$ cat config.mk
export PLATFORM = sky130hd
export DESIGN_NAME = fail_safe_monitor
export DESIGN_NICKNAME = d
export VERILOG_FILES = /design/src/fail_safe_monitor_pkg.sv /design/src/fail_safe_monitor.sv
export SDC_FILE = /design/constraint.sdc
export NUM_CORES = 1
export LEC_CHECK = 0
export ABC_AREA = 1
export BUFFER_PORTS_ARGS = -buffer_cell sky130_fd_sc_hd__buf_2
export CAP_MARGIN = 20
export CORE_ASPECT_RATIO = 0.7
export CORE_MARGIN = 8
export CORE_UTILIZATION = 25
export DETAILED_ROUTE_END_ITERATION = 8
export GPL_TIMING_DRIVEN = 0
export SLEW_MARGIN = 40
export SYNTH_ARGS = -nofsm -noshare
export SYNTH_HDL_FRONTEND = slang
export SYNTH_SLANG_ARGS = --single-unit
$ cat constraint.sdc
create_clock -name clk -period 4.1 [get_ports clk]
set_input_delay 0.615 -clock clk [delete_from_list [all_inputs] [get_ports clk]]
set_output_delay 0.615 -clock clk [all_outputs]
set_load 0.01 [all_outputs]
$ cat src/fail_safe_monitor_pkg.sv
// Constants and types shared by the fail-safe clock monitor
package fail_safe_monitor_pkg;

  // Clock source encodings of the clock select register
  localparam logic [1:0] SEL_PRIMARY   = 2'h0;
  localparam logic [1:0] SEL_SECONDARY = 2'h1;
  localparam logic [1:0] SEL_INTERNAL  = 2'h2;

  // Primary oscillator modes
  localparam logic [2:0] ext_clock_mode          = 3'h0;
  localparam logic [2:0] resistor_cap_osc_mode   = 3'h1;
  localparam logic [2:0] internal_slow_osc_mode  = 3'h2;
  localparam logic [2:0] low_power_crystal_mode  = 3'h3;
  localparam logic [2:0] crystal_mode            = 3'h4;
  localparam logic [2:0] high_speed_crystal_mode = 3'h5;
  localparam logic [2:0] fast_crystal_pll_mode   = 3'h6;

  // System clock rate
  localparam int unsigned CLK_PERIOD_PS = 10000;

  // Internal slow oscillator period, modelled as a divided enable
  localparam int unsigned INT_SLOW_OSC_PERIOD_NS = 4000;
  localparam int unsigned INT_SLOW_OSC_CYCLES =
    (INT_SLOW_OSC_PERIOD_NS * 1000) / CLK_PERIOD_PS;

  // Sample clock is the internal slow oscillator divided by 64
  localparam int unsigned SAMPLE_DIV      = 64;
  localparam int unsigned SAMPLE_DIV_HALF = SAMPLE_DIV / 2;

  // Start-up timer lengths (primary edges, slow oscillator ticks)
  localparam int unsigned STARTUP_EDGES = 1024;
  localparam int unsigned PLL_TICKS = 64;

  // Source actually driving the device clock
  typedef enum logic [1:0] {
    SRC_PRIMARY,
    SRC_SECONDARY,
    SRC_INTERNAL
  } clk_src_t;

  // Start-up sequencer
  typedef enum logic [1:0] {
    ST_RUN,
    ST_XTAL_WAIT,
    ST_PLL_WAIT,
    ST_ASLEEP
  } startup_t;

endpackage : fail_safe_monitor_pkg

$ cat src/fail_safe_monitor.sv
// Fail-safe clock monitor with start-up bridging and glitch-free clock mux
// Behaviour
// - Entering a power-managed mode applies the source in the clock select register.
// - Monitoring of the mode's clock source continues inside power-managed modes.
// - Failure with interrupt enabled keeps execution running on the internal oscillator.
// - A failed source is never reselected automatically, only by explicit change.
// - Failure interrupt disabled and Idle: later interrupts resume on internal oscillator.
// - External, RC and internal RC primary modes are monitored right after reset/wake.
// - Crystal modes run on internal oscillator until the start-up timer expires, then the PLL timer in PLL mode.
// - When primary is stable, switch to it; slow oscillator only feeds the monitor and the PLL timer.
// - A primary that never starts during bridging is never flagged as failed.
// - Selecting another power-managed mode while stabilising disables the primary clock.
// - Sample clock is the internal slow oscillator divided by 64.
// - Latch sets on device clock falling edge, clears on sample clock rising edge.
// - Latch set at sample falling edge: flag, switch internal, keep select, reset watchdog.
// - Fail-safe ends only on device reset or power-managed mode entry.
`timescale 1ns/10ps
`default_nettype none

module fail_safe_monitor
(
  input  wire logic       clk,
  input  wire logic       sys_rst,
  input  wire logic       pri_osc_in,
  input  wire logic       sec_osc_in,
  input  wire logic       internal_osc_block_in,
  input  wire logic [2:0] primary_mode,
  input  wire logic [1:0] clock_select_register,
  input  wire logic       monitor_enable_bit,
  input  wire logic       osc_fail_ie,
  input  wire logic       osc_fail_flag_clr,
  input  wire logic       pm_enter,
  input  wire logic       sleep_enter,
  input  wire logic       wake,
  input  wire logic       idle_mode,
  input  wire logic       irq_pending,
  output logic            dev_clk_out,
  output logic [1:0]      active_src,
  output logic            primary_osc_enable,
  output logic            primary_clock_ready_status,
  output logic            osc_fail_flag,
  output logic            fail_safe_active,
  output logic            wdt_reset,
  output logic            cpu_resume
);

  // Synchronised copies of the oscillator pins, two clk cycles late
  logic [2:0]           sync_a;
  logic [2:0]           sync_b;
  logic [2:0]           sync_prev;
  logic                 pri_s;
  logic                 sec_s;
  logic                 int_s;
  logic                 pri_fall;

  // Slow oscillator divider and sample clock
  logic [15:0]          slow_cnt;
  logic                 slow_tick;
  logic [5:0]           sample_cnt;
  logic                 sample_clk;
  logic                 sample_rise;
  logic                 sample_fall;

  // Monitor and sequencer state
  logic                 clock_monitor_latch;
  logic                 monitored_fall;
  logic                 monitor_on;
  logic                 fail_detect;
  fail_safe_monitor_pkg::startup_t   state;
  fail_safe_monitor_pkg::startup_t   next_state;
  logic [10:0]          crystal_startup_timer;
  logic [7:0]           pll_timer;
  logic [1:0]           applied_sel;
  fail_safe_monitor_pkg::clk_src_t   target_src;
  fail_safe_monitor_pkg::clk_src_t   cur_src;
  logic                 target_lvl;
  logic                 cur_lvl;
  logic                 power_on;

  // True for oscillator modes that need a crystal start-up period
  function automatic logic is_crystal(input logic [2:0] mode);
    is_crystal = (mode == fail_safe_monitor_pkg::low_power_crystal_mode) ||
                 (mode == fail_safe_monitor_pkg::crystal_mode) ||
                 (mode == fail_safe_monitor_pkg::high_speed_crystal_mode) ||
                 (mode == fail_safe_monitor_pkg::fast_crystal_pll_mode);
  endfunction : is_crystal

  // Level of a given source, taken from the synchronised pins
  function automatic logic src_level(input fail_safe_monitor_pkg::clk_src_t src,
                                     input logic p, input logic s, input logic i);
    case (src)
      fail_safe_monitor_pkg::SRC_PRIMARY:   src_level = p;
      fail_safe_monitor_pkg::SRC_SECONDARY: src_level = s;
      default:                 src_level = i;
    endcase
  endfunction : src_level

  // Two-flop synchronisers; logic looks at sync_b and at its one-cycle-delayed copy sync_prev
  always_ff @(posedge clk or posedge sys_rst)
  begin
    if (sys_rst)
    begin
      sync_a    <= 3'h0;
      sync_b    <= 3'h0;
      sync_prev <= 3'h0;
    end
    else
    begin
      sync_a    <= {internal_osc_block_in, sec_osc_in, pri_osc_in};
      sync_b    <= sync_a;
      sync_prev <= sync_b;
    end
  end

  assign pri_s    = sync_b[0];
  assign sec_s    = sync_b[1];
  assign int_s    = sync_b[2];
  assign pri_fall = sync_prev[0] & ~sync_b[0];

  // Internal slow oscillator tick from a clk divider
  always_ff @(posedge clk or posedge sys_rst)
  begin
    if (sys_rst)
      slow_cnt <= 16'h0000;
    else if (slow_tick)
      slow_cnt <= 16'h0000;
    else
      slow_cnt <= slow_cnt + 16'h0001;
  end

  assign slow_tick = (slow_cnt == 16'(fail_safe_monitor_pkg::INT_SLOW_OSC_CYCLES - 1));

  // Divide by 64: high for the first half, low for the second
  always_ff @(posedge clk or posedge sys_rst)
  begin
    if (sys_rst)
    begin
      sample_cnt <= 6'h00;
      sample_clk <= 1'b0;
    end
    else if (slow_tick)
    begin
      sample_cnt <= sample_cnt + 6'h01;
      sample_clk <= (sample_cnt + 6'h01) < 6'(fail_safe_monitor_pkg::SAMPLE_DIV_HALF);
    end
  end

  assign sample_rise = slow_tick && (sample_cnt == 6'(fail_safe_monitor_pkg::SAMPLE_DIV - 1));
  assign sample_fall = slow_tick && (sample_cnt == 6'(fail_safe_monitor_pkg::SAMPLE_DIV_HALF - 1));

  // Target source: the applied selection unless bridging, asleep or failed over
  always_comb
  begin
    if (fail_safe_active || state != fail_safe_monitor_pkg::ST_RUN)
      target_src = fail_safe_monitor_pkg::SRC_INTERNAL;
    else if (applied_sel == fail_safe_monitor_pkg::SEL_PRIMARY)
      target_src = fail_safe_monitor_pkg::SRC_PRIMARY;
    else if (applied_sel == fail_safe_monitor_pkg::SEL_SECONDARY)
      target_src = fail_safe_monitor_pkg::SRC_SECONDARY;
    else
      target_src = fail_safe_monitor_pkg::SRC_INTERNAL;
  end

  assign target_lvl = src_level(target_src, pri_s, sec_s, int_s);
  assign cur_lvl    = src_level(cur_src, pri_s, sec_s, int_s);

  // Switch only while both old and new sources are low, so no runt phase
  always_ff @(posedge clk or posedge sys_rst)
  begin
    if (sys_rst)
    begin
      cur_src     <= fail_safe_monitor_pkg::SRC_INTERNAL;
      dev_clk_out <= 1'b0;
    end
    else
    begin
      if (cur_src != target_src && !cur_lvl && !target_lvl)
      begin
        cur_src     <= target_src;
        dev_clk_out <= 1'b0;
      end
      else
        dev_clk_out <= cur_lvl;
    end
  end

  assign active_src = cur_src;

  // Reset applies the primary source; clock select is applied on power-managed entry
  always_ff @(posedge clk or posedge sys_rst)
  begin
    if (sys_rst)
      applied_sel <= fail_safe_monitor_pkg::SEL_PRIMARY;
    else if (pm_enter)
      applied_sel <= clock_select_register;
  end

  // Monitor only an external source, running, not bridging, not asleep
  assign monitor_on = monitor_enable_bit && !fail_safe_active &&
                      state == fail_safe_monitor_pkg::ST_RUN &&
                      target_src != fail_safe_monitor_pkg::SRC_INTERNAL;
  assign monitored_fall = (target_src == fail_safe_monitor_pkg::SRC_PRIMARY) ? pri_fall :
                          (sync_prev[1] & ~sync_b[1]);
  assign fail_detect = monitor_on && sample_fall && clock_monitor_latch;

  // Latch: set by monitored falling edge, cleared by sample rising edge
  always_ff @(posedge clk or posedge sys_rst)
  begin
    if (sys_rst)
      clock_monitor_latch <= 1'b0;
    else if (!monitor_on)
      clock_monitor_latch <= 1'b0;
    else if (sample_rise)
      clock_monitor_latch <= 1'b0;
    else if (monitored_fall)
      clock_monitor_latch <= 1'b1;
  end

  // Fail-safe condition holds until reset or power-managed entry
  always_ff @(posedge clk or posedge sys_rst)
  begin
    if (sys_rst)
      fail_safe_active <= 1'b0;
    else if (fail_detect)
      fail_safe_active <= 1'b1;
    else if (pm_enter)
      fail_safe_active <= 1'b0;
  end

  // Sticky flag; a new failure wins over a clear in the same cycle
  always_ff @(posedge clk or posedge sys_rst)
  begin
    if (sys_rst)
      osc_fail_flag <= 1'b0;
    else if (fail_detect)
      osc_fail_flag <= 1'b1;
    else if (osc_fail_flag_clr)
      osc_fail_flag <= 1'b0;
  end

  // Watchdog restart on each failover
  always_ff @(posedge clk or posedge sys_rst)
  begin
    if (sys_rst)
      wdt_reset <= 1'b0;
    else
      wdt_reset <= fail_detect;
  end

  // Idle wake on interrupt once failed over, or whenever the failure interrupt is disabled
  always_ff @(posedge clk or posedge sys_rst)
  begin
    if (sys_rst)
      cpu_resume <= 1'b0;
    else
      cpu_resume <= idle_mode && irq_pending &&
                    (fail_safe_active || !osc_fail_ie);
  end

  // Start-up sequencer: crystal modes bridge on the internal block
  always_comb
  begin
    next_state = state;
    case (state)
      fail_safe_monitor_pkg::ST_RUN:
        if (sleep_enter)
          next_state = fail_safe_monitor_pkg::ST_ASLEEP;
      fail_safe_monitor_pkg::ST_ASLEEP:
        if (wake || power_on)
          next_state = is_crystal(primary_mode) ? fail_safe_monitor_pkg::ST_XTAL_WAIT
                                                : fail_safe_monitor_pkg::ST_RUN;
      fail_safe_monitor_pkg::ST_XTAL_WAIT:
        if (pm_enter && clock_select_register != fail_safe_monitor_pkg::SEL_PRIMARY)
          next_state = fail_safe_monitor_pkg::ST_RUN;
        else if (pri_fall &&
                 crystal_startup_timer == 11'(fail_safe_monitor_pkg::STARTUP_EDGES - 1))
          next_state = (primary_mode == fail_safe_monitor_pkg::fast_crystal_pll_mode)
                       ? fail_safe_monitor_pkg::ST_PLL_WAIT : fail_safe_monitor_pkg::ST_RUN;
      fail_safe_monitor_pkg::ST_PLL_WAIT:
        if (pm_enter && clock_select_register != fail_safe_monitor_pkg::SEL_PRIMARY)
          next_state = fail_safe_monitor_pkg::ST_RUN;
        else if (slow_tick && pll_timer == 8'(fail_safe_monitor_pkg::PLL_TICKS - 1))
          next_state = fail_safe_monitor_pkg::ST_RUN;
      default:
        next_state = fail_safe_monitor_pkg::ST_RUN;
    endcase
  end

  // Power-on flag: first edge after reset acts as a wake, later sleeps last
  always_ff @(posedge clk or posedge sys_rst)
  begin
    if (sys_rst)
      power_on <= 1'b1;
    else
      power_on <= 1'b0;
  end

  // Sequencer state
  always_ff @(posedge clk or posedge sys_rst)
  begin
    if (sys_rst)
      state <= fail_safe_monitor_pkg::ST_ASLEEP;
    else
      state <= next_state;
  end

  // Start-up timers count only while their phase is active
  always_ff @(posedge clk or posedge sys_rst)
  begin
    if (sys_rst)
    begin
      crystal_startup_timer <= 11'h000;
      pll_timer             <= 8'h00;
    end
    else
    begin
      if (state != fail_safe_monitor_pkg::ST_XTAL_WAIT)
        crystal_startup_timer <= 11'h000;
      else if (pri_fall)
        crystal_startup_timer <= crystal_startup_timer + 11'h001;
      if (state != fail_safe_monitor_pkg::ST_PLL_WAIT)
        pll_timer <= 8'h00;
      else if (slow_tick)
        pll_timer <= pll_timer + 8'h01;
    end
  end

  // Ready status and primary oscillator enable
  always_ff @(posedge clk or posedge sys_rst)
  begin
    if (sys_rst)
    begin
      primary_clock_ready_status <= 1'b0;
      primary_osc_enable         <= 1'b1;
    end
    else
    begin
      if (sleep_enter)
        primary_osc_enable <= 1'b0;
      else if (state == fail_safe_monitor_pkg::ST_ASLEEP && wake)
        primary_osc_enable <= 1'b1;
      else if (state != fail_safe_monitor_pkg::ST_RUN && state != fail_safe_monitor_pkg::ST_ASLEEP &&
               next_state == fail_safe_monitor_pkg::ST_RUN &&
               pm_enter && clock_select_register != fail_safe_monitor_pkg::SEL_PRIMARY)
        primary_osc_enable <= 1'b0;
      else if (pm_enter && clock_select_register == fail_safe_monitor_pkg::SEL_PRIMARY)
        primary_osc_enable <= 1'b1;
      // Ready only once running with no bridging in progress
      primary_clock_ready_status <= (state == fail_safe_monitor_pkg::ST_RUN) &&
                                    primary_osc_enable &&
                                    cur_src == fail_safe_monitor_pkg::SRC_PRIMARY;
    end
  end

endmodule : fail_safe_monitor
`default_nettype wire

==> results_dict.tcl <==
set metrics [dict create \
    die-area_mm2 0.0165 \
    postCtsSetupBuffers 0 \
    start_util_pct 25.5 \
    cts_hold_buf 0 \
    ir_worst_vdd_uv 203 \
    yosysSeqAreaShare_pct 51.1 \
    maxSlewViolCount 0 \
    final_nets 428 \
    wl_met2_um 2810 \
    grt_max_degree 43 \
    synth.most_common_cell "dfrtp_1" \
    crit_fanout 8 \
    cts_tree "yes" \
    r2r_cells 10 \
    antenna_found_initial 0 \
    dpl.hpwl_um 4810 \
    r2r_slack_ns 2.02 \
    synthTopCellsByCount "dfrtp_1, nand2_1, inv_1" \
    firstDrtPassIters 4 \
    regToRegStartpoint "state[1]" \
    synth_top_area_share_pct 46.9 \
    wl_met3_um 267 \
    synth_top_area_cell "dfrtp_1" \
    die_w_um 150 \
    viasPerCell 4.25 \
    avgSynthCellArea_um2 8.67 \
    startpoint_type "flip-flop" \
    grt_pass1_wl_um 11200 \
    fp-row-count 34 \
    grt_overflow 0 \
    htree_num_levels 3 \
    synth_edf_count 0 \
    end_kind "flip-flop" \
    synth_warnings 0 \
    power.leakage_nw 1.76 \
    setup_tns_ns 0 \
    ys_seq_elements 64 \
    setup-violations-final 0 \
    ant_nets 0 \
    cts.sinks 64 \
    fmax_ghz 0.481 \
    dp_slack_ns 2.04 \
    layout_min_cycle_time_ns 2.08 \
    drt_iter0_markers 130 \
    cap_violations 0 \
    synth.distinct_cells 35 \
    gp_congestion 0.750 \
    crit_required_ns 4.31 \
    skew_ns 0.00865 \
    synthToLayoutAreaGrowth_pct 20.0 \
    grt_pass1_vias 2440 \
    fp.dieH_um 110 \
    r2r_end "active_src[0]" \
    fp.coreArea_mm2 0.0123 \
    async_flop_share_pct 100 \
    grt_use_total_pct 8.57 \
    status "complete, no violations" \
    path_clk_slew_ns 0.06 \
    maxUsedRoutingLayer "met4" \
    drive_gt1_share_pct 18.2 \
    postSynthNetCount 390 \
    post_drt_wl_per_cell_um 11.0 \
    m1WireLength_um 3070 \
    cts_made_buffers 9 \
    critPathKind "flip-flop to flip-flop" \
    vias 2417 \
    worst_slack_ns 2.02 \
    finalCritPeriodShare_pct 50.7 \
    io_pins 27 \
    cts_root_buf "clkbuf_16" \
    drc 0 \
    finalHoldViolCount 0 \
    ys.flop_type "dfrtp_1" \
    ys_top_cells_by_area "dfrtp_1, nand2_1, inv_1, nor2_1, dfstp_2" \
    insertion_delay_ns 0.33 \
    syn_area_mm2 0.00315 \
    synthCells 363 \
    ctsResizeCount 0 \
    hold_path.class "input port to async pin" \
    rsz0062_at_grt "false" \
    port_buffers 26 \
    worst-endpoint-arrival_ns 2.29 \
    p_per_area_mw_per_mm2 460 \
    routed_wl_um 6280 \
    endpoint "active_src[0]" \
    crit_start "state[1]" \
    clockBufferDepth 2 \
]
[metal layers]
metal  vias up  GRT usage [%]
li1       1254              -
met1      1124           10.1
met2        30           13.8
met3         9           2.88
met4         0           4.26
met5         -              0
[cells in the final DEF (no fill, tap or decap), types with 3 or more instances in the layout]
cell,n
a31oi_1,4
inv_2,4
xnor2_1,4
inv_1,55
nand2_1,58
nor2_4,4
clkinv_2,3
nor4_1,3
nor2_2,5
o21ai_1,6
buf_2,26
nor3_1,11
nor2_1,38
xor2_1,9
o21a_1,3
clkbuf_16,9
dfrtp_1,59
o21ai_0,22
nand3_1,14
nand3_2,4
nand2_2,3
dfstp_2,5
nand4_1,9
ha_1,9
a21oi_1,19
[through the flow]
step | total power, mW | instances | instance area, um2 | util [%] | hold slack [ns]
3_5_place_dp | 1.07 | 552 | 3500 | 28.4 | 0.339
6_report | 1.74 | 569 | 3780 | 30.6 | 0.240
3_3_place_gp | 1.05 | 551 | 3480 | 28.2 | 0.336
2_1_floorplan | 0.964 | 363 | 3150 | - | 0.331
5_1_grt | 1.85 | 568 | 3780 | 30.6 | 0.255
4_1_cts | 1.77 | 568 | 3780 | 30.6 | 0.239
[kinds of logic after synthesis]
family | share of synthesized area [%]
AOI/OAI and AO/OA | 9.74
buffers and inverters | 7.39
other | 0.119
muxes | 0.358
and+or+nand+nor | 24.1
xor gates and xnor gates | 3.62
DFF | 51.1
adders and majority gates | 3.58
[critical path, stage by stage, from the launching register on]
cell	delay [ns]
dfstp_2	0.39
inv_1	0.15
ha_1	0.20
inv_1	0.05
nor3_2	0.34
nand2_1	0.10
o21ai_0	0.10
a21oi_1	0.05
or3_1	0.43
nand2_1	0.09
o21ai_1	0.06
[registers in the layout, indices dropped and copies added (netlist names), 2 cells and up]
register / flops
slow_cnt: 16
crystal_startup_timer: 11
pll_timer: 8
sample_cnt: 6
sync_a: 3
sync_b: 3
active_src: 2
applied_sel: 2
state: 2
sync_prev: 2
[where the power goes]
group	internal [mW]	switching, mW
clock network	0.408	0.277
registers	0.691	0.0412
logic	0.117	0.203
[worst min-delay path by stage]
stage / start / endpoint / cells past startpoint
3_5_place_dp: sync_a[1] / sync_b[1] / 0
3_3_place_gp: sync_a[1] / sync_b[1] / 0
2_1_floorplan: sync_a[0] / sync_b[0] / 0
4_1_cts: sys_rst / sync_a[2] / 2
5_1_grt: sys_rst / sync_a[2] / 2
6_report: sys_rst / sync_a[2] / 2
[final cells by class]
| cell class | count | area (um2) |
|---|---|---|
| Fill cell | 1301 | 8560 |
| Sequential cell | 64 | 1610 |
| Multi-Input combinational cell | 237 | 1310 |
| Inverter | 61 | 231 |
| Clock buffer | 9 | 225 |
| Tap cell | 162 | 203 |
| Timing Repair Buffer | 27 | 150 |
| Clock inverter | 7 | 47.5 |
| Buffer | 1 | 3.75 |
| Antenna cell | 1 | 2.50 |
No activity file was read; power rests on OpenSTA's default activity.
